`config.mk`:
```
export PLATFORM = sky130hd
export DESIGN_NAME = sq_seq
export DESIGN_NICKNAME = d
export VERILOG_FILES = /design/src/logic/sq_seq.v /design/src/logic/sq_ss_tick.v
export VERILOG_INCLUDE_DIRS = /design/src /design/src/logic
export SDC_FILE = /design/constraint.sdc
export NUM_CORES = 1
export LEC_CHECK = 0
export BUFFER_PORTS_ARGS = -buffer_cell sky130_fd_sc_hd__buf_2
export CAP_MARGIN = 20
export CELL_PAD_IN_SITES_DETAIL_PLACEMENT = 0
export CELL_PAD_IN_SITES_GLOBAL_PLACEMENT = 1
export CORE_MARGIN = 4
export CORE_UTILIZATION = 30
export DETAILED_ROUTE_END_ITERATION = 6
export GPL_TIMING_DRIVEN = 0
export HOLD_SLACK_MARGIN = 0.12
export PLACE_DENSITY_LB_ADDON = 0.1
export SLEW_MARGIN = 20
export SYNTH_ARGS = -nofsm -noshare
export SYNTH_HDL_FRONTEND = slang
export SYNTH_SLANG_ARGS = --single-unit
```
`constraint.sdc`:
```
create_clock -name sys_clk -period 4.1 [get_ports sys_clk]
set_clock_uncertainty 0.2 [all_clocks]
set_input_delay 0.82 -clock sys_clk [delete_from_list [all_inputs] [get_ports sys_clk]]
set_output_delay 0.82 -clock sys_clk [all_outputs]
set_load 0.03 [all_outputs]
```
`src/logic/sq_seq_defines.vh`:
```
// Constants for the soft-start, power-good and fault sequencer
`ifndef SQ_SEQ_DEFINES_VH
`define SQ_SEQ_DEFINES_VH

// ==========================================================
// System clock
`define SQ_SYS_CLK_KHZ        50000

// ==========================================================
// Soft-start clock choices, kHz
`define SQ_SSCLK_2M_KHZ       2000
`define SQ_SSCLK_SEL_2M       2'h0
`define SQ_SSCLK_SEL_1M       2'h1
`define SQ_SSCLK_SEL_500K     2'h2
`define SQ_SSCLK_SEL_250K     2'h3
`define SQ_SSCLK_SEL_DEFAULT  2'h1
`define SQ_SSCLK_DIV_FAST     (`SQ_SYS_CLK_KHZ / `SQ_SSCLK_2M_KHZ)

// ==========================================================
// Strap codes: 0 short, 1..4 light load on, 5..8 light load off
`define SQ_STRAP_SHORT        4'h0
`define SQ_STRAP_LL_FIRST     4'h1
`define SQ_STRAP_LL_LAST      4'h4
`define SQ_STRAP_NOLL_FIRST   4'h5
`define SQ_STRAP_NOLL_LAST    4'h8

// ==========================================================
// Target output ranges
`define SQ_RANGE_LOW          2'h0
`define SQ_RANGE_MID          2'h1
`define SQ_RANGE_HIGH         2'h2

// ==========================================================
// Times and derived counts
`define SQ_SS_BASE_NS         450000
`define SQ_SS_BASE_TICKS      ((`SQ_SS_BASE_NS / 1000) * `SQ_SSCLK_2M_KHZ / 1000)
`define SQ_HICCUP_BASE_US     12600
`define SQ_HICCUP_TICKS       (`SQ_HICCUP_BASE_US * `SQ_SSCLK_2M_KHZ / 1000)
`define SQ_PG_DELAY_US        500
`define SQ_PG_DELAY_CYC       (`SQ_PG_DELAY_US * `SQ_SYS_CLK_KHZ / 1000)
`define SQ_OV_OFF_NS          2000
`define SQ_OV_OFF_CYC         ((`SQ_OV_OFF_NS * `SQ_SYS_CLK_KHZ + 999999) / 1000000)

`endif

```
`src/logic/sq_seq.v`:
```
// Soft-start, pre-bias, power-good and output fault sequencer
`timescale 1ns/1ps
`include "sq_seq_defines.vh"

// How it works
// - No switching until soft-start reference exceeds sensed output.
// - Pre-charged output up to full target starts monotonically, never discharged.
// - Strap decodes light-load enable, soft-start clock and matching hiccup time.
// - Strap shorted to ground gives 1 MHz, 25.2 ms hiccup, light load off.
// - Host may set clock, light-load enable and hiccup instead of strap.
// - Soft-start time scales with output range and doubles per clock halving.
// - Power-good is open-drain, released during normal regulation.
// - Power-good warning when output outside the warning window.
// - Power-good low on fault, soft start, shutdown and programming mode.
// - Power-good released only after delay with no forcing-low condition.
// - Overvoltage ends switching cycle and turns on low-side switch.
// - Low side on until negative limit, then off 2000 ns, repeat.
// - Discharge pulsing continues until undervoltage, then hiccup wait.
// - Undervoltage stops conversion and enters hiccup wait before retry.
// - Power-good delay after soft start is 500 microseconds.
// - Forced continuous conduction always used during soft start.
// - Light-load pulse mode starts only after power-good is asserted.
module sq_seq #(
  parameter PG_DELAY_CYC  = `SQ_PG_DELAY_CYC,
  parameter SS_BASE_TICKS = `SQ_SS_BASE_TICKS,
  parameter HICCUP_TICKS  = `SQ_HICCUP_TICKS
) (
  input  wire       sys_clk,
  input  wire       rst_b,
  input  wire       enable_in,
  input  wire       program_mode_in,
  input  wire [3:0] softstart_lightload_strap,
  input  wire       host_cfg_valid,
  input  wire       host_light_load_en,
  input  wire [1:0] host_ssclk_sel,
  input  wire [1:0] vout_range_sel,
  input  wire       ss_ref_above_sense,
  input  wire       overvoltage_trip,
  input  wire       undervoltage_trip,
  input  wire       ov_warn,
  input  wire       uv_warn,
  input  wire       neg_ilim_hit,
  output reg        high_side_en_q,
  output reg        low_side_en_q,
  output reg        ss_ramp_active_q,
  output reg        forced_continuous_mode_q,
  output reg        light_load_pulse_mode_q,
  output reg        hiccup_active_q,
  output reg        pg_warning_q,
  output reg        output_good_flag_out_q,
  output reg        output_good_flag_oe_n_q
);

  // ==========================================================
  // States
  localparam [2:0] ST_OFF    = 3'h0;
  localparam [2:0] ST_SOFT   = 3'h1;
  localparam [2:0] ST_RUN    = 3'h2;
  localparam [2:0] ST_OVDIS  = 3'h3;
  localparam [2:0] ST_HICCUP = 3'h4;

  localparam [31:0] SS_BASE_W   = SS_BASE_TICKS;
  localparam [31:0] HICC_LAST_W = HICCUP_TICKS - 1;
  localparam [31:0] PG_LAST_W   = PG_DELAY_CYC - 1;
  localparam [31:0] OV_OFF_W    = `SQ_OV_OFF_CYC;
  localparam [15:0] SS_BASE     = SS_BASE_W[15:0];
  localparam [15:0] HICC_LAST   = HICC_LAST_W[15:0];
  localparam [15:0] PG_LAST     = PG_LAST_W[15:0];
  localparam [7:0]  OV_OFF      = OV_OFF_W[7:0];

  // ==========================================================
  // Strap decode: {light load enable, clock select}
  function [2:0] strap_decode;
    input [3:0] code;
    begin
      if (code >= `SQ_STRAP_LL_FIRST && code <= `SQ_STRAP_LL_LAST)
        strap_decode = {1'b1, code[1:0] - 2'h1};
      else if (code >= `SQ_STRAP_NOLL_FIRST && code <= `SQ_STRAP_NOLL_LAST)
        strap_decode = {1'b0, code[1:0] - 2'h1};
      else
        strap_decode = {1'b0, `SQ_SSCLK_SEL_DEFAULT};
    end
  endfunction

  reg  [2:0]  state_q;
  reg  [1:0]  clk_sel_q;
  reg         ll_en_q;
  reg  [15:0] ss_len_q;
  reg  [15:0] tick_cnt_q;
  reg  [15:0] pg_cnt_q;
  reg  [7:0]  ov_off_cnt_q;
  reg         ov_ls_off_q;
  wire        ss_tick;
  wire [2:0]  strap_cfg;
  wire        conv_allowed;
  wire        pg_hold_low;
  wire        ramp_clear;

  assign strap_cfg    = strap_decode(softstart_lightload_strap);
  assign conv_allowed = enable_in && !program_mode_in;
  assign pg_hold_low  = (state_q != ST_RUN) || ov_warn || uv_warn;
  // Comparator only counts once the ramp-active flag has started the ramp
  assign ramp_clear   = ss_ramp_active_q && ss_ref_above_sense && !overvoltage_trip;

  sq_ss_tick u_tick (
    .sys_clk (sys_clk),
    .rst_b   (rst_b),
    .clk_sel (clk_sel_q),
    .tick_q  (ss_tick)
  );

  // ==========================================================
  // Main sequence
  always @(posedge sys_clk) begin
    if (!rst_b) begin
      state_q      <= ST_OFF;
      clk_sel_q    <= `SQ_SSCLK_SEL_DEFAULT;
      ll_en_q      <= 1'b0;
      ss_len_q     <= 16'h0000;
      tick_cnt_q   <= 16'h0000;
      ov_off_cnt_q <= 8'h00;
      ov_ls_off_q  <= 1'b0;
    end else if (!conv_allowed) begin
      state_q    <= ST_OFF;
      tick_cnt_q <= 16'h0000;
    end else begin
      case (state_q)
        ST_OFF: begin
          // Configuration is frozen once conversion begins
          if (host_cfg_valid) begin
            clk_sel_q <= host_ssclk_sel;
            ll_en_q   <= host_light_load_en;
          end else begin
            clk_sel_q <= strap_cfg[1:0];
            ll_en_q   <= strap_cfg[2];
          end
          case (vout_range_sel)
            `SQ_RANGE_LOW:  ss_len_q <= SS_BASE;
            `SQ_RANGE_MID:  ss_len_q <= SS_BASE << 1;
            default:        ss_len_q <= SS_BASE << 2;
          endcase
          tick_cnt_q <= 16'h0000;
          state_q    <= ST_SOFT;
        end
        ST_SOFT: begin
          // Ramp length in soft-start ticks, so halving the clock doubles time
          if (overvoltage_trip) begin
            state_q      <= ST_OVDIS;
            ov_ls_off_q  <= 1'b0;
          end else if (ss_tick) begin
            if (tick_cnt_q >= ss_len_q - 16'h0001) begin
              tick_cnt_q <= 16'h0000;
              state_q    <= ST_RUN;
            end else begin
              tick_cnt_q <= tick_cnt_q + 16'h0001;
            end
          end
        end
        ST_RUN: begin
          if (overvoltage_trip) begin
            state_q     <= ST_OVDIS;
            ov_ls_off_q <= 1'b0;
          end else if (undervoltage_trip) begin
            state_q    <= ST_HICCUP;
            tick_cnt_q <= 16'h0000;
          end
        end
        ST_OVDIS: begin
          if (undervoltage_trip) begin
            state_q    <= ST_HICCUP;
            tick_cnt_q <= 16'h0000;
          end else if (!ov_ls_off_q) begin
            if (neg_ilim_hit) begin
              ov_ls_off_q  <= 1'b1;
              ov_off_cnt_q <= 8'h00;
            end
          end else if (ov_off_cnt_q >= OV_OFF - 8'h02) begin
            // Released a cycle early: the enable flop adds the last cycle
            ov_ls_off_q <= 1'b0;
          end else begin
            ov_off_cnt_q <= ov_off_cnt_q + 8'h01;
          end
        end
        ST_HICCUP: begin
          if (ss_tick) begin
            if (tick_cnt_q >= HICC_LAST) begin
              tick_cnt_q <= 16'h0000;
              state_q    <= ST_SOFT;
            end else begin
              tick_cnt_q <= tick_cnt_q + 16'h0001;
            end
          end
        end
        default: begin
          state_q <= ST_OFF;
        end
      endcase
    end
  end

  // ==========================================================
  // Power-good delay and open-drain pin
  always @(posedge sys_clk) begin
    if (!rst_b) begin
      pg_cnt_q                <= 16'h0000;
      pg_warning_q            <= 1'b0;
      output_good_flag_out_q  <= 1'b0;
      output_good_flag_oe_n_q <= 1'b0;
    end else begin
      pg_warning_q           <= ov_warn || uv_warn;
      output_good_flag_out_q <= 1'b0;
      if (pg_hold_low || !conv_allowed) begin
        pg_cnt_q                <= 16'h0000;
        output_good_flag_oe_n_q <= 1'b0;
      end else if (pg_cnt_q >= PG_LAST) begin
        output_good_flag_oe_n_q <= 1'b1;
      end else begin
        pg_cnt_q <= pg_cnt_q + 16'h0001;
      end
    end
  end

  // ==========================================================
  // Power stage controls
  always @(posedge sys_clk) begin
    if (!rst_b) begin
      high_side_en_q           <= 1'b0;
      low_side_en_q            <= 1'b0;
      ss_ramp_active_q         <= 1'b0;
      forced_continuous_mode_q <= 1'b1;
      light_load_pulse_mode_q  <= 1'b0;
      hiccup_active_q          <= 1'b0;
    end else begin
      ss_ramp_active_q <= conv_allowed && (state_q == ST_SOFT);
      hiccup_active_q  <= conv_allowed && (state_q == ST_HICCUP);
      if (!conv_allowed) begin
        high_side_en_q <= 1'b0;
        low_side_en_q  <= 1'b0;
      end else if (state_q == ST_SOFT) begin
        // Switching held off while output sits above the ramp
        high_side_en_q <= ramp_clear;
        low_side_en_q  <= ramp_clear;
      end else if (state_q == ST_RUN) begin
        high_side_en_q <= !overvoltage_trip && !undervoltage_trip;
        low_side_en_q  <= !undervoltage_trip;
      end else if (state_q == ST_OVDIS) begin
        high_side_en_q <= 1'b0;
        low_side_en_q  <= !ov_ls_off_q && !neg_ilim_hit && !undervoltage_trip;
      end else begin
        high_side_en_q <= 1'b0;
        low_side_en_q  <= 1'b0;
      end
      // Light load only once power good is released
      light_load_pulse_mode_q  <= ll_en_q && output_good_flag_oe_n_q &&
                                  (state_q == ST_RUN);
      forced_continuous_mode_q <= !(ll_en_q && output_good_flag_oe_n_q &&
                                    (state_q == ST_RUN));
    end
  end

endmodule // sq_seq

```
`src/logic/sq_ss_tick.v`:
```
// Soft-start clock divider producing a one-cycle enable pulse
`timescale 1ns/1ps
`include "sq_seq_defines.vh"

module sq_ss_tick (
  input  wire       sys_clk,
  input  wire       rst_b,
  input  wire [1:0] clk_sel,
  output reg        tick_q
);

  localparam [31:0] DIV_FAST_W = `SQ_SSCLK_DIV_FAST;
  localparam [7:0]  DIV_FAST   = DIV_FAST_W[7:0];

  reg  [7:0] cnt_q;
  wire [7:0] limit;

  // Each halving of the soft-start clock doubles the divide
  assign limit = (DIV_FAST << clk_sel) - 8'h01;

  always @(posedge sys_clk) begin
    if (!rst_b) begin
      cnt_q  <= 8'h00;
      tick_q <= 1'b0;
    end else if (cnt_q >= limit) begin
      cnt_q  <= 8'h00;
      tick_q <= 1'b1;
    end else begin
      cnt_q  <= cnt_q + 8'h01;
      tick_q <= 1'b0;
    end
  end

endmodule // sq_ss_tick

```
=== Yosys cells after proc, flatten, opt, wreduce, memory -nomap -nowiden ===
Cells that the tools add are included.

* Register bits: 80
* Bits of input ports: 20
* Output and inout bits: 9
* Logic and storage cells: 126

* Add/subtract/negate cells: 7
* Order comparisons: 9
* Equality and inequality tests: 16
* Shifts and indexed selects: 1
* Muxes and demuxes: 36
* Bitwise operators: 2
* Reduce and logical (&&, ||, !) cells: 37

{| class="wikitable"
|+ Operators with widths
! cell !! number
|-
| 16-bit two-way mux || 7
|-
| 16-bit one-hot mux with 5 select lines || 1
|-
| 16-bit by 1-bit adder with 16-bit output, second input constant || 2
|-
| 16-bit by 15-bit >= comparator with 1-bit output, second input constant || 2
|-
| 3-bit two-way mux || 8
|-
| 8-bit two-way mux || 3
|-
| 12-bit one-hot mux with 2 select lines || 1
|-
| 8-bit by 1-bit adder with 8-bit output, second input constant || 2
|-
| 16-bit >= comparator || 1
|-
| 16-bit by 1-bit subtractor with 16-bit output, second input constant || 1
|-
| 3-bit one-hot mux with 5 select lines || 1
|-
| 1-bit logical AND || 12
|-
| 1-bit two-way mux || 12
|-
| 2-bit inequality test, second input constant || 5
|-
| 5-bit AND reduction || 2
|-
| 8-bit by 7-bit >= comparator with 1-bit output, second input constant || 1
|-
| 8-bit >= comparator || 1
|-
| 4-bit AND reduction || 2
|-
| 5-bit by 2-bit left shift with 8-bit output, first input constant || 1
|-
| 8-bit by 1-bit subtractor with 8-bit output, second input constant || 1
|-
| 1-bit zero test || 7
|-
| 3-bit by 2-bit equality test with 1-bit output, second input constant || 2
|-
| 2-bit by 1-bit inequality test with 1-bit output, second input constant || 3
|-
| 3-bit by 2-bit inequality test with 1-bit output, second input constant || 2
|-
| 19 further kinds || 28
|}

=== Longest topological paths before layout ===
Gate-level depths: netlist (run 1).

* Depth in word-level cells: 6
* Depth in mapped cells: 14
* Gate-level depth less buffers: 13

=== Cells and area by module ===
From an unflattened synthesis (run 1), not the netlist that was laid out.

* Cells, all modules: 471
* Area total of the unflattened synthesis: 4053.9 um^2

{| class="wikitable"
|+ By module, submodules not included
! module !! instances !! cells each !! area an instance (um^2) !! seq. area each (um^2)
|-
| sq_seq || 1 || 411 || 3475.8 || 1221.2
|-
| sq_ss_tick || 1 || 60 || 578.1 || 180.2
|}

=== Least setup slack after synthesis (run 1) ===
Ideal clock, no wire load.

* Path kind: register to register
* Start point: reg ss_len_q[7]
* End point: reg tick_cnt_q[0]
* Library setup time: 0.067 ns
* Arrival: 2.810 ns
* Required time: 3.833 ns
* Setup slack: 1.023 ns
* Cell stages (with the launch flop): 10
* Buffers on the path: 0
* Period minus slack after synthesis: 3.077 ns
* Cell sequence: dfxtp_1 or4_1 or2_2 ha_1 or4b_1 a221o_1 a31oi_4 a21oi_2 or3_1 a21oi_2

* Word-level cells in the longest chain between the ends: 6

{| class="wikitable"
|+ Ends and longest elaborated chain
! what !! line !! source
|-
| start: declaration || sq_seq.v:88 || <nowiki>reg [15:0] ss_len_q;</nowiki>
|-
| start signal: assignment || sq_seq.v:139 || <nowiki>`SQ_RANGE_MID: ss_len_q <= SS_BASE << 1;</nowiki>
|-
| start signal: assignment || sq_seq.v:140 || <nowiki>default: ss_len_q <= SS_BASE << 2;</nowiki>
|-
| 16-bit by 1-bit subtractor with 16-bit output || sq_seq.v:151 || <nowiki>if (tick_cnt_q >= ss_len_q - 16'h0001) begin</nowiki>
|-
| 16-bit >= comparator || sq_seq.v:151 ||
|-
| 16-bit two-way mux || sq_seq.v:151 ||
|-
| 16-bit two-way mux || sq_seq.v:150 || <nowiki>end else if (ss_tick) begin</nowiki>
|-
| 16-bit two-way mux || sq_seq.v:147 || <nowiki>if (overvoltage_trip) begin</nowiki>
|-
| 16-bit one-hot mux with 5 select lines || sq_seq.v:127 || <nowiki>case (state_q)</nowiki>
|-
| end signal: assignment || sq_seq.v:155 || <nowiki>tick_cnt_q <= tick_cnt_q + 16'h0001;</nowiki>
|-
| end signal: assignment || sq_seq.v:190 || <nowiki>tick_cnt_q <= tick_cnt_q + 16'h0001;</nowiki>
|-
| end: declaration || sq_seq.v:89 || <nowiki>reg [15:0] tick_cnt_q;</nowiki>
|}

Every way passes these cells. The select of a mux whose other input is x is not followed.
A chain may end at the register's enable or synchronous reset.

=== Worst setup path after layout (run 1) ===
* Start point: reg ss_len_q[7]
* End point: reg state_q[0]

* Word-level cells in the longest chain between the ends: 4

{| class="wikitable"
|+ Ends and longest elaborated chain
! what !! line !! source
|-
| 16-bit by 1-bit subtractor with 16-bit output || sq_seq.v:151 ||
|-
| 16-bit >= comparator || sq_seq.v:151 ||
|-
| 3-bit inequality test (no source line) || n/a ||
|-
| 4-bit AND reduction (no source line) || n/a ||
|-
| end signal: assignment || sq_seq.v:148 || <nowiki>state_q <= ST_OVDIS;</nowiki>
|-
| end signal: assignment || sq_seq.v:153 || <nowiki>state_q <= ST_RUN;</nowiki>
|-
| end signal: assignment || sq_seq.v:161 || <nowiki>state_q <= ST_OVDIS;</nowiki>
|-
| end: declaration || sq_seq.v:85 || <nowiki>reg [2:0] state_q;</nowiki>
|}

Every way passes these cells.

==> qor.txt, run 1 <==
FINISH
-------------------------------------------------------------------------------------
Cell Count, Final, Fillers Out                                                    706
Area grow syn2layout                                                            16.5%
Antenna cell count                                                                  0
Layout cell share with drive strength beyond 1                                  0.157
Final layout net count                                                            580
Cell area after layout                                                      4870 um^2

FLOORPLANNING
-------------------------------------------------------------------------------------
Y dimension of the die                                                         126 um
Core region area                                                           13500 um^2
Starting utilization of the core area                                           0.311
Die span in x                                                                  126 um
Count of boundary I/O pins                                                         29
Area enclosed by the die boundary                                          15900 um^2
Site row count                                                                     42

ROUTING
-------------------------------------------------------------------------------------
Average wire length per cell after detail routing                             14.1 um
Antenna-violating nets left                                                         0
Detailed router's first-iteration violation count                                 144
Detailed-route via count                                                         3436
Post-detailed-routing wire length                                             9950 um
Number of vias per cell                                                          4.87
Drc violations                                                                      0
Drt first pass iters                                                                5

POWER
-------------------------------------------------------------------------------------
IR drop worst, VDD                                                             176 uV
Total power per unit cell area                                            355 nW/um^2
Clk pwr share                                                                   0.507
Switching Fraction                                                              0.237
Comb power frac                                                                 0.088
Switch Pwr                                                                 0.000408 W
Proportion of power drawn by flip-flops and latches                             0.406
Cell internal pwr                                                           0.00132 W
Static leakage power                                                          1.89 nW

SYNTHESIS
-------------------------------------------------------------------------------------
Async set or reset register ratio after synthesis                                   0
Combinational family with the most area after synthesis                  simple AND/OR/NAND/NOR gates
Most frequently used flop master after synthesis                              dfxtp_1
Mux cell area share after synthesis                                           0.00479
Synthesized area per cell                                                   8.58 um^2
Adder-Cell Fraction of Synth Area                                               0.105
Synth Area in XOR/XNOR                                                         0.0776
Post-synthesis instance area                                                4180 um^2
Number of synthesized flops with an enable pin                                      0
Number of storage elements in the synthesis netlist                                70
Net count of the mapped netlist                                                   542
Total of warnings raised by yosys                                                   0
Cell variety after synth                                                           74
Area fraction in compound gates after synthesis                                 0.182
Synthesized-area fraction occupied by and/or/nand/nor cells                     0.247
Sequential fraction of the synthesis area                                       0.335
Synthesized instance count                                                        487

STA
-------------------------------------------------------------------------------------
Count of final setup violators                                                      0
Endpoints failing hold                                                              0
Achievable clock frequency                                                  0.282 GHz
Final Max Slew Viols                                                                0
Final Critical Period                                                         3.55 ns
Share of the clock period used by the worst path                                0.865
Unrepaired setup endpoints after global routing                                 false
Max-slew headroom at the worst pin                                              0.547
Worst slew pin tran                                                          0.676 ns
Total Negative Setup Slacks                                                      0 ns

CTS
-------------------------------------------------------------------------------------
Hold Buf Count CTS                                                                  0
TritonCTS sink count                                                               70
Resized cells post-CTS                                                              0
Clock tree from TritonCTS                                                       built
CTS H-tree lvls                                                                     3
Post-CTS Setup Repair Bufs                                                          0
Clock Latency Late Sink                                                       0.34 ns
Clock tree root buffer cell                                                 clkbuf_16
Clock-pin slew of the registers on the worst-case setup and hold paths        0.06 ns
Buffer depth of the longest clock path                                              2
Inserted Clock Buffers                                                              9

GLOBAL ROUTING
-------------------------------------------------------------------------------------
Number of global-route vias before repair                                        3218
GRT met2 Usage                                                                  0.194
Pin count of the biggest net entering global routing                               13
Global route hottest layer                                                       met2
Total routing usage reported by global routing                                  0.129
Wire length of the first global-routing pass                                 16600 um
Global routing met3 resource utilization                                       0.0373
Global-route met1 utilization                                                   0.180
Initial antenna violation count                                                     0
GRT overflow                                                                        0

HOLD PATH
-------------------------------------------------------------------------------------
Min-Delay Path Class                                                          reg2reg

STATUS
-------------------------------------------------------------------------------------
Run status                                                               finished clean

CRITICAL PATH
-------------------------------------------------------------------------------------
CP Data Arrival Time                                                          3.56 ns
Critical path start-end classification                                        reg2reg
Crit path top cell by count                                                      ha_1
Cell-by-cell listing of the critical path                                inv_1 -> ha_1 -> ha_1 -> inv_1 -> or4_1 -> xor2_1 -> ha_1 -> nand2_1 -> o21ai_0 -> a31oi_4 -> a311oi_1 -> mux2i_1 -> nor2_1
CP startpoint kind                                                               flop
Category of the worst setup path capture point                                   flop
Required time at the worst-slack endpoint                                     4.11 ns
Slowest stage cell on the critical path                                      a311oi_1
CP Buf/Inv Count                                                                    2
CP peak stage delay                                                           0.53 ns
Crit path max fanout                                                                6
Family of cells with the greatest summed delay on the critical path      compound AO/OA/AOI/OAI gates

PLACE
-------------------------------------------------------------------------------------
Post-DP Area                                                                4530 um^2
Number of placed instances with taps included                                     690
RePlAce Congestion                                                              0.777
Detail Placement HPWL                                                         7440 um
Quantity of I/O buffers inserted on ports                                          27

FLOW RUN
-------------------------------------------------------------------------------------
Number of max-cap violations                                                        0

-- registers in the layout, summed over array words and instances (netlist names) --
name and flops:
clk_sel_q 2, forced_continuous_mode_q 1, hiccup_active_q 1, high_side_en_q 1, light_load_pulse_mode_q 1, ll_en_q 1, low_side_en_q 1, output_good_flag_oe_n_q 1
ov_ls_off_q 1, ov_off_cnt_q 8, pg_cnt_q 16, pg_warning_q 1, ss_len_q 6, ss_ramp_active_q 1, state_q 3, tick_cnt_q 16
u_tick.cnt_q 8, u_tick.tick_q 1
-- final timing paths --
kind                                start                 endpoint  slack [ns]  cells past startpoint
setup reg to reg              ss_len_q[7]               state_q[0]        0.55                     13
hold / removal    output_good_flag_oe_n_q  output_good_flag_oe_n_q        0.26                      2
setup / recovery              ss_len_q[7]               state_q[0]        0.55                     13
hold reg to reg   output_good_flag_oe_n_q  output_good_flag_oe_n_q        0.26                      2
-- worst reg2reg max path: stages, from the launching register on --
cell and delay (ns):
dfxtp_1 0.37, inv_1 0.12, ha_1 0.20, ha_1 0.18, inv_1 0.06, or4_1 0.41, xor2_1 0.16, ha_1 0.27
nand2_1 0.06, o21ai_0 0.41, a31oi_4 0.14, a311oi_1 0.53, mux2i_1 0.24, nor2_1 0.05
-- final cells by class --
type,instances,area (um^2)
clock inverter,5,81.3
tap,176,220
fill,1450,8590
timing repair buffer,27,135
sequential,70,1400
inverter,27,101
buffer,19,97.6
clock buffer,11,253
multi-input combinational,371,2580
-- cells by family (layout without fill, tap and decap cells) --
kind of cell               count (synthesis)  after routing
muxes                                      2              2
DFF                                       70             70
adders and majority gates                 35             35
and+or+nand+nor                          197            197
xor gates and xnor gates                  37             37
other                                      1              1
AOI/OAI and AO/OA                         99             99
buffers and inverters                     46             89
-- per-layer routing --
metal	vias up	routed length, um
met3	9	366
met2	43	4380
met4	0	129
met5	-	0
met1	1581	5080
li1	1803	-
-- per-stage QoR --
stage                     power, W  hold WS, ns  utilization  setup WS (ns)
after global placement    0.000868        0.249        0.337          0.548
after floorplan           0.000821        0.232            -           1.02
after global routing       0.00181        0.299        0.362          0.330
final                      0.00173        0.256        0.362          0.554
after detailed placement  0.000868        0.253        0.337          0.580
after CTS                  0.00177        0.260        0.362          0.553
-- cells in the final DEF, fill, tap and decap left out, types with 6 or more instances in the layout --
| cell type | count |
|---|---|
| inv_1 | 26 |
| nor2_2 | 10 |
| and3_1 | 9 |
| dfxtp_1 | 70 |
| xor2_1 | 19 |
| clkbuf_1 | 10 |
| xnor2_1 | 18 |
| nor3_1 | 6 |
| ha_1 | 35 |
| o21ai_0 | 6 |
| and2_1 | 6 |
| a21oi_1 | 29 |
| nand2_1 | 45 |
| clkbuf_16 | 9 |
| a21o_1 | 6 |
| nor2_1 | 49 |
| buf_2 | 31 |
| a21boi_0 | 6 |
| nand3_1 | 16 |
| nand4_1 | 18 |
| a211oi_1 | 9 |
-- power groups by stage --
stage               combinational [W]  sequential [W]  clock [W]
floorplan                    0.000107        0.000714          0
global placement             0.000152        0.000716          0
detailed placement           0.000153        0.000716          0
CTS                          0.000154        0.000700   0.000911
global route                 0.000172        0.000702   0.000933
finish                       0.000151        0.000700   0.000875
-- cell usage after synthesis, types with 3 or more instances --
cell	instances	area (um^2)
dfxtp_1	70	1400
nor2_1	49	184
nand2_1	45	169
ha_1	35	438
a21oi_1	29	145
inv_1	26	97.6
xor2_1	19	166
nand4_1	18	113
xnor2_1	18	158
nand3_1	16	80.1
clkbuf_1	10	37.5
nor2_2	10	62.6
a211oi_1	9	67.6
and3_1	9	56.3
a21boi_0	6	45.0
a21o_1	6	45.0
and2_1	6	37.5
nor3_1	6	30.0
o21ai_0	6	30.0
nand2b_1	5	31.3
o21ai_1	5	25.0
or3_1	5	31.3
a2111oi_2	4	60.1
buf_2	4	20.0
a2111oi_0	3	26.3
and4_1	3	26.3
nand3b_1	3	22.5
nor3b_1	3	22.5
or2_2	3	18.8
Power figures use the tool's default switching activity.
==> run 2: changes to the inputs <==
==> constraint.sdc (replaced) <==
create_clock -name sys_clk -period 4.1 [get_ports sys_clk]
set_clock_uncertainty 0.2 [all_clocks]
set_input_delay 0.205 -clock sys_clk [delete_from_list [all_inputs] [get_ports sys_clk]]
set_output_delay 0.205 -clock sys_clk [all_outputs]
set_load 0.03 [all_outputs]
==> run 2 against run 1 <==
Non-clock buffer count up 17. Count of clock-buffer cells in the layout did not move. Utilization is 1.3 points higher. Routed wire length is 0.78% higher. Largest power group unchanged. Register-to-register slack improved by 0.04 ns. Sequential share of layout area fell by 0.97 points. Worst hold slack got worse by 0.082 ns. Combinational power is 7% higher. First-iteration DRC count stayed put.
==> qor.txt, run 2 (synthesis gave the netlist of run 1 again) <==
FINISH
-------------------------------------------------------------------------------------
Most common cell after layout, fill and taps aside                            dfxtp_1   unchanged
Final layout net count                                                            597   was 580
Cell area after layout                                                      5040 um^2   was 4870 um^2
Antenna cell count                                                                  0   unchanged
Area grow syn2layout                                                            20.6%   was 16.5%
Layout cell share with drive strength beyond 1                                  0.152   was 0.157
Largest registers                                                        pg_cnt_q (16), tick_cnt_q (16)   unchanged
Highest-count cells in the layout ignoring fill and taps                 70 x dfxtp_1, 49 x nor2_1, 45 x nand2_1, 35 x ha_1, 31 x buf_2   unchanged

ROUTING
-------------------------------------------------------------------------------------
Antenna-violating nets left                                                         0   unchanged
Drt first pass iters                                                                5   unchanged
Number of vias per cell                                                          4.81   was 4.87
Drc violations                                                                      0   unchanged
Detailed router's first-iteration violation count                                 144   unchanged
Post-detailed-routing wire length                                            10000 um   was 9950 um
Detailed-route via count                                                         3479   was 3436
Average wire length per cell after detail routing                             13.9 um   was 14.1 um

CTS
-------------------------------------------------------------------------------------
Clock tree root buffer cell                                                 clkbuf_16   unchanged
TritonCTS sink count                                                               70   unchanged
Buffer depth of the longest clock path                                              2   unchanged
Clock tree from TritonCTS                                                       built   unchanged
CTS H-tree lvls                                                                     3   unchanged
Inserted Clock Buffers                                                              9   unchanged
Clock Latency Late Sink                                                       0.34 ns   about the same
Clock-pin slew of the registers on the worst-case setup and hold paths        0.06 ns   about the same

POWER
-------------------------------------------------------------------------------------
Switching Fraction                                                              0.236   was 0.237
Static leakage power                                                          1.97 nW   was 1.89 nW
Clk pwr share                                                                   0.504   was 0.507
Switch Pwr                                                                 0.000411 W   was 0.000408 W
Total power                                                                 0.00174 W   was 0.00173 W
IR drop worst, VDD                                                             176 uV   about the same
Total power per unit cell area                                            345 nW/um^2   was 355 nW/um^2
Proportion of power drawn by flip-flops and latches                             0.403   was 0.406
Cell internal pwr                                                           0.00133 W   was 0.00132 W
Comb power frac                                                                 0.093   was 0.088

GLOBAL ROUTING
-------------------------------------------------------------------------------------
Wire length of the first global-routing pass                                 16900 um   was 16600 um
Initial antenna violation count                                                     0   unchanged
Pin count of the biggest net entering global routing                               13   unchanged
Total routing usage reported by global routing                                  0.131   was 0.129
Number of global-route vias before repair                                        3324   was 3218
GRT overflow                                                                        0   unchanged

CRITICAL PATH
-------------------------------------------------------------------------------------
Number of cell instances on the worst register-to-register path                    13   unchanged
RR Endpoint                                                                state_q[0]   unchanged
Critical path start-end classification                                        reg2reg   unchanged
Crit path max fanout                                                                6   unchanged
Launch instance of the worst register-to-register path                    ss_len_q[7]   unchanged
Category of the worst setup path capture point                                   flop   unchanged
CP startpoint kind                                                               flop   unchanged
Required time at the worst-slack endpoint                                     4.11 ns   about the same
Worst setup slack for register-to-register paths                              0.59 ns   was 0.55 ns
CP Data Arrival Time                                                          3.52 ns   was 3.56 ns
Crit. Startpoint                                                          ss_len_q[7]   unchanged

PLACE
-------------------------------------------------------------------------------------
Post-DP Area                                                                4530 um^2   unchanged
RePlAce Congestion                                                              0.777   unchanged
Detail Placement HPWL                                                         7440 um   unchanged
Quantity of I/O buffers inserted on ports                                          27   unchanged
Dpl ws                                                                       0.580 ns   unchanged

FLOORPLANNING
-------------------------------------------------------------------------------------
Site row count                                                                     42   unchanged
Core region area                                                           13500 um^2   unchanged
Y dimension of the die                                                         126 um   unchanged
Count of boundary I/O pins                                                         29   unchanged
Area enclosed by the die boundary                                          15900 um^2   unchanged
Starting utilization of the core area                                           0.311   unchanged
Die span in x                                                                  126 um   unchanged

STA
-------------------------------------------------------------------------------------
Endpoints failing hold                                                              0   unchanged
Final Critical Period                                                         3.51 ns   was 3.55 ns
Worst slew pin tran                                                          0.678 ns   was 0.676 ns
Total Negative Setup Slacks                                                      0 ns   unchanged
Max-slew headroom at the worst pin                                              0.545   was 0.547
Setup ws final                                                               0.590 ns   was 0.554 ns
Count of final setup violators                                                      0   unchanged
Smallest hold slack                                                          0.174 ns   was 0.256 ns
Share of the clock period used by the worst path                                0.856   was 0.865
Achievable clock frequency                                                  0.285 GHz   was 0.282 GHz
Final Max Slew Viols                                                                0   unchanged
Unrepaired setup endpoints after global routing                                 false   unchanged

HOLD PATH
-------------------------------------------------------------------------------------
End point of the worst hold path                                          ov_ls_off_q   was output_good_flag_oe_n_q
Min-Delay Path Class                                                           in2reg   was reg2reg
Hold-critical path depth                                                            4   was 2
Critical hold path startpoint                                               enable_in   was output_good_flag_oe_n_q

FLOW RUN
-------------------------------------------------------------------------------------
Number of max-cap violations                                                        0   unchanged

STATUS
-------------------------------------------------------------------------------------
Run status                                                               finished clean   unchanged

==> run 2: cell count changes in the layout (fill, tap and decap cells not counted) <==
cell / change
dlygate4sd3_1: +17
==> run 2: timing repair <==
item	in CTS	in global routing
hold buffers	17	0
hold endpoints to repair	16	0
buffers inserted	0	0
setup endpoints to repair	0	0
gates resized for setup	0	0
==> run 2: critical path, stage by stage, from the launching register on <==
cell and delay (ns):
dfxtp_1 0.37, inv_1 0.12, ha_1 0.20, ha_1 0.18
inv_1 0.06, or4_1 0.41, xor2_1 0.16, ha_1 0.27
nand2_1 0.06, o21ai_0 0.41, a31oi_4 0.14, a311oi_1 0.49
mux2i_1 0.24, nor2_1 0.05
==> run 2: worst max-delay path by stage <==
stage	endpoint	slack (ns)	cells past startpoint
after CTS	state_q[0]	0.55	13
after global placement	state_q[0]	0.55	13
final	state_q[0]	0.59	13
after detailed placement	state_q[0]	0.58	13
after floorplan	tick_cnt_q[0]	1.02	9
after global routing	state_q[0]	0.33	13
==> run 2: area by class of cell <==
type	instances	area, um^2
fill	1439	8420
multi-input combinational	371	2580
sequential	70	1400
timing repair buffer	44	305
clock buffer	11	253
tap	176	220
inverter	27	101
buffer	19	97.6
clock inverter	5	81.3
==> run 2: metrics by stage <==
stage                     utilization  cells
after floorplan                     -    487
after global placement          0.337    690
after detailed placement        0.337    690
after CTS                       0.374    723
after global routing            0.374    723
final                           0.374    723
==> run 2: power by group through the flow <==
stage	logic [W]	registers [W]	clock network, W
after floorplan	0.000107	0.000714	0
after global placement	0.000152	0.000716	0
after detailed placement	0.000153	0.000716	0
after CTS	0.000165	0.000700	0.000911
after global routing	0.000184	0.000702	0.000933
final	0.000162	0.000700	0.000877
==> run 2: metal layers <==
layer	vias to the layer above	routed length [um]	global-route usage
met2	35	4430	0.199
li1	1834	-	-
met3	9	324	0.0360
met5	-	0	0
met1	1601	5150	0.181
met4	0	129	0.0379
==> run 3: changes to the inputs <==
--- a/config.mk
+++ b/config.mk
@@ -6,6 +6,7 @@
 export SDC_FILE = /design/constraint.sdc
 export NUM_CORES = 1
 export LEC_CHECK = 0
+export ABC_AREA = 1
 export BUFFER_PORTS_ARGS = -buffer_cell sky130_fd_sc_hd__buf_2
 export CAP_MARGIN = 20
 export CELL_PAD_IN_SITES_DETAIL_PLACEMENT = 0
==> run 3 against run 2 <==
Synthesized area is 6.3% higher. Routed wire length is 16% higher. Via count is 19% higher. Critical endpoint is now ss_len_q[10].
==> qor.txt, run 3 <==
STATUS
-------------------------------------------------------------------------------------
Run status                                                               finished clean   unchanged

POWER
-------------------------------------------------------------------------------------
Clk pwr share                                                                   0.479   was 0.504
Cell internal pwr                                                           0.00125 W   was 0.00133 W
IR drop worst, VDD                                                             170 uV   was 176 uV
Static leakage power                                                          2.40 nW   was 1.97 nW
Total power per unit cell area                                            317 nW/um^2   was 345 nW/um^2
Switching Fraction                                                              0.258   was 0.236
Comb power frac                                                                 0.105   was 0.093
Switch Pwr                                                                 0.000435 W   was 0.000411 W
Proportion of power drawn by flip-flops and latches                             0.416   was 0.403

FINISH
-------------------------------------------------------------------------------------
Area grow syn2layout                                                            19.3%   was 20.6%
Largest registers                                                        pg_cnt_q (16), tick_cnt_q (16)   unchanged
Fill count                                                                       1593   was 1439
Highest-count cells in the layout ignoring fill and taps                 147 x nand2_1, 97 x inv_1, 71 x nor2_1, 70 x dfxtp_1, 46 x nand3_1   was 70 x dfxtp_1, 49 x nor2_1, 45 x nand2_1, 35 x ha_1, 31 x buf_2
Final layout net count                                                            761   was 597
Most common cell after layout, fill and taps aside                            nand2_1   was dfxtp_1
Layout cell share with drive strength beyond 1                                  0.113   was 0.152
Antenna cell count                                                                  0   unchanged

FLOORPLANNING
-------------------------------------------------------------------------------------
Die span in x                                                                  130 um   was 126 um
Y dimension of the die                                                         130 um   was 126 um
Starting utilization of the core area                                           0.306   was 0.311
Core region area                                                           14500 um^2   was 13500 um^2
Count of boundary I/O pins                                                         29   unchanged
Area enclosed by the die boundary                                          16800 um^2   was 15900 um^2
Site row count                                                                     44   was 42

SYNTHESIS
-------------------------------------------------------------------------------------
Synthesized instance count                                                        649   was 487
Total of warnings raised by yosys                                                   0   unchanged
Adder-Cell Fraction of Synth Area                                              0.0986   was 0.105
Async set or reset register ratio after synthesis                                   0   unchanged
Dominant cell type by area after synthesis                                    dfxtp_1   unchanged
List of most frequent post-synthesis cells                               147 x nand2_1, 97 x inv_1, 71 x nor2_1   was 70 x dfxtp_1, 49 x nor2_1, 45 x nand2_1
Top cell type's share of synthesized area                                       0.315   was 0.335
Mux cell area share after synthesis                                                 0   was 0.00479
Cell variety after synth                                                           51   was 74
Most common cell in the netlist                                               nand2_1   was dfxtp_1
Area fraction in compound gates after synthesis                                0.0986   was 0.182
Combinational family with the most area after synthesis                  simple AND/OR/NAND/NOR gates   unchanged
Post-synthesis instance area                                                4440 um^2   was 4180 um^2
Number of storage elements in the synthesis netlist                                70   unchanged
Cell types occupying the most area after synthesis                       dfxtp_1 32%, nand2_1 12%, ha_1 9.9%, inv_1 8.2%, nor2_1 6.0%   was dfxtp_1 34%, ha_1 10%, nor2_1 4.4%, nand2_1 4.0%, xor2_1 4.0%
Number of synthesized flops with an enable pin                                      0   unchanged
Synthesized-area fraction occupied by and/or/nand/nor cells                     0.344   was 0.247
Sequential fraction of the synthesis area                                       0.315   was 0.335
Most frequently used flop master after synthesis                              dfxtp_1   unchanged
Net count of the mapped netlist                                                   704   was 542
Synth Area in XOR/XNOR                                                         0.0414   was 0.0776
Synthesized area per cell                                                   6.85 um^2   was 8.58 um^2

CTS
-------------------------------------------------------------------------------------
Clock Latency Late Sink                                                       0.34 ns   about the same
Buffer depth of the longest clock path                                              2   unchanged
Clock tree root buffer cell                                                 clkbuf_16   unchanged
CTS H-tree lvls                                                                     3   unchanged
TritonCTS sink count                                                               70   unchanged
Resized cells post-CTS                                                              0   unchanged
Inserted Clock Buffers                                                              9   unchanged
Post-CTS Setup Repair Bufs                                                          0   unchanged
Hold Buf Count CTS                                                                 20   was 17
Clock tree from TritonCTS                                                       built   unchanged
Clock-pin slew of the registers on the worst-case setup and hold paths        0.06 ns   about the same

CRITICAL PATH
-------------------------------------------------------------------------------------
CP startpoint kind                                                               flop   unchanged
Number of cell instances on the worst register-to-register path                     8   was 13
Crit path max fanout                                                                9   was 6
Category of the worst setup path capture point                                   flop   unchanged
Required time at the worst-slack endpoint                                     4.13 ns   was 4.11 ns
Critical path start-end classification                                        reg2reg   unchanged
CP Data Arrival Time                                                          3.08 ns   was 3.52 ns

ROUTING
-------------------------------------------------------------------------------------
Number of vias per cell                                                          4.65   was 4.81
Drt first pass iters                                                                4   was 5
Detailed-route via count                                                         4155   was 3479
Post-detailed-routing wire length                                            11600 um   was 10000 um
Detailed router's first-iteration violation count                                 195   was 144
Antenna-violating nets left                                                         0   unchanged
Drc violations                                                                      0   unchanged
Average wire length per cell after detail routing                             13.0 um   was 13.9 um

STA
-------------------------------------------------------------------------------------
Endpoints failing hold                                                              0   unchanged
Unrepaired setup endpoints after global routing                                 false   unchanged
Final Critical Period                                                         3.06 ns   was 3.51 ns
Total Negative Setup Slacks                                                      0 ns   unchanged
Count of final setup violators                                                      0   unchanged
Share of the clock period used by the worst path                                0.745   was 0.856
Max-slew headroom at the worst pin                                              0.656   was 0.545
Final Max Slew Viols                                                                0   unchanged
Worst slew pin tran                                                          0.517 ns   was 0.678 ns
Smallest hold slack                                                          0.130 ns   was 0.174 ns
Achievable clock frequency                                                  0.327 GHz   was 0.285 GHz

HOLD PATH
-------------------------------------------------------------------------------------
Min-Delay Path Class                                                           in2reg   unchanged
Hold-critical path depth                                                            5   was 4

PLACE
-------------------------------------------------------------------------------------
RePlAce Congestion                                                              0.811   was 0.777
Quantity of I/O buffers inserted on ports                                          26   was 27
Detail Placement HPWL                                                         9040 um   was 7440 um

GLOBAL ROUTING
-------------------------------------------------------------------------------------
Wire length of the first global-routing pass                                 19700 um   was 16900 um
Total routing usage reported by global routing                                  0.147   was 0.131
Number of global-route vias before repair                                        4100   was 3324
Pin count of the biggest net entering global routing                               13   unchanged
GRT overflow                                                                        0   unchanged
Initial antenna violation count                                                     0   unchanged

FLOW RUN
-------------------------------------------------------------------------------------
Number of max-cap violations                                                        0   unchanged

## run 3: kinds of logic after synthesis
logic type / Yosys count
compound gates: 77
xor+xnor: 21
fa+ha+maj: 35
buf+inv: 114
flops: 70
other cells: 1
simple gates: 331
## run 3: layout make-up
cell class	count	area (um^2)	area share
Sequential cell	70	1400	0.264
Tap cell	184	230	0.0434
Timing Repair Buffer	46	330	0.0623
Clock buffer	10	239	0.0451
Multi-Input combinational cell	465	2590	0.489
Inverter	104	393	0.0741
Buffer	10	57.6	0.0109
Clock inverter	5	60.1	0.0113
## run 3: per-layer routing
metal / vias up / part of all wire / GRT usage
met5: - / 0 / 0
met4: 0 / 0.019 / 0.0630
met3: 13 / 0.023 / 0.0221
met2: 42 / 0.48 / 0.248
met1: 1893 / 0.48 / 0.188
li1: 2207 / - / -
## run 3: stage by stage
stage               total power [W]  cell area (um^2)  instances  worst slack (ns)  utilization
floorplan                  0.000829              4440        649              1.66            -
global placement           0.000877              4800        859              1.21        0.330
detailed placement         0.000881              4800        859              1.19        0.330
CTS                         0.00172              5300        894              1.02        0.365
global route                0.00177              5300        894             0.822        0.365
finish                      0.00168              5300        894              1.04        0.365
## run 3: final timing paths
path	slack, ns	start	endpoint
max	1.04	state_q[0]	ss_len_q[10]
min	0.13	overvoltage_trip	state_q[1]
max reg2reg	1.04	state_q[0]	ss_len_q[10]
min reg2reg	0.25	ov_off_cnt_q[7]	ov_off_cnt_q[7]
## run 3: critical path: stages (launching register included)
cell and delay (ns):
dfxtp_1 0.35, inv_1 0.15, nand2_4 0.09, nor3_4 0.36
clkinv_1 0.37, nor3_1 0.22, dlygate4sd3_1 0.59, nor2_1 0.05
dlygate4sd3_1 0.55
## run 3: power by group through the flow
stage | Combinational [W] | Clock [W] | Sequential [W]
6_report | 0.000177 | 0.000805 | 0.000699
5_1_grt | 0.000206 | 0.000867 | 0.000700
4_1_cts | 0.000181 | 0.000837 | 0.000699
3_5_place_dp | 0.000166 | 0 | 0.000715
3_3_place_gp | 0.000163 | 0 | 0.000714
2_1_floorplan | 0.000115 | 0 | 0.000714
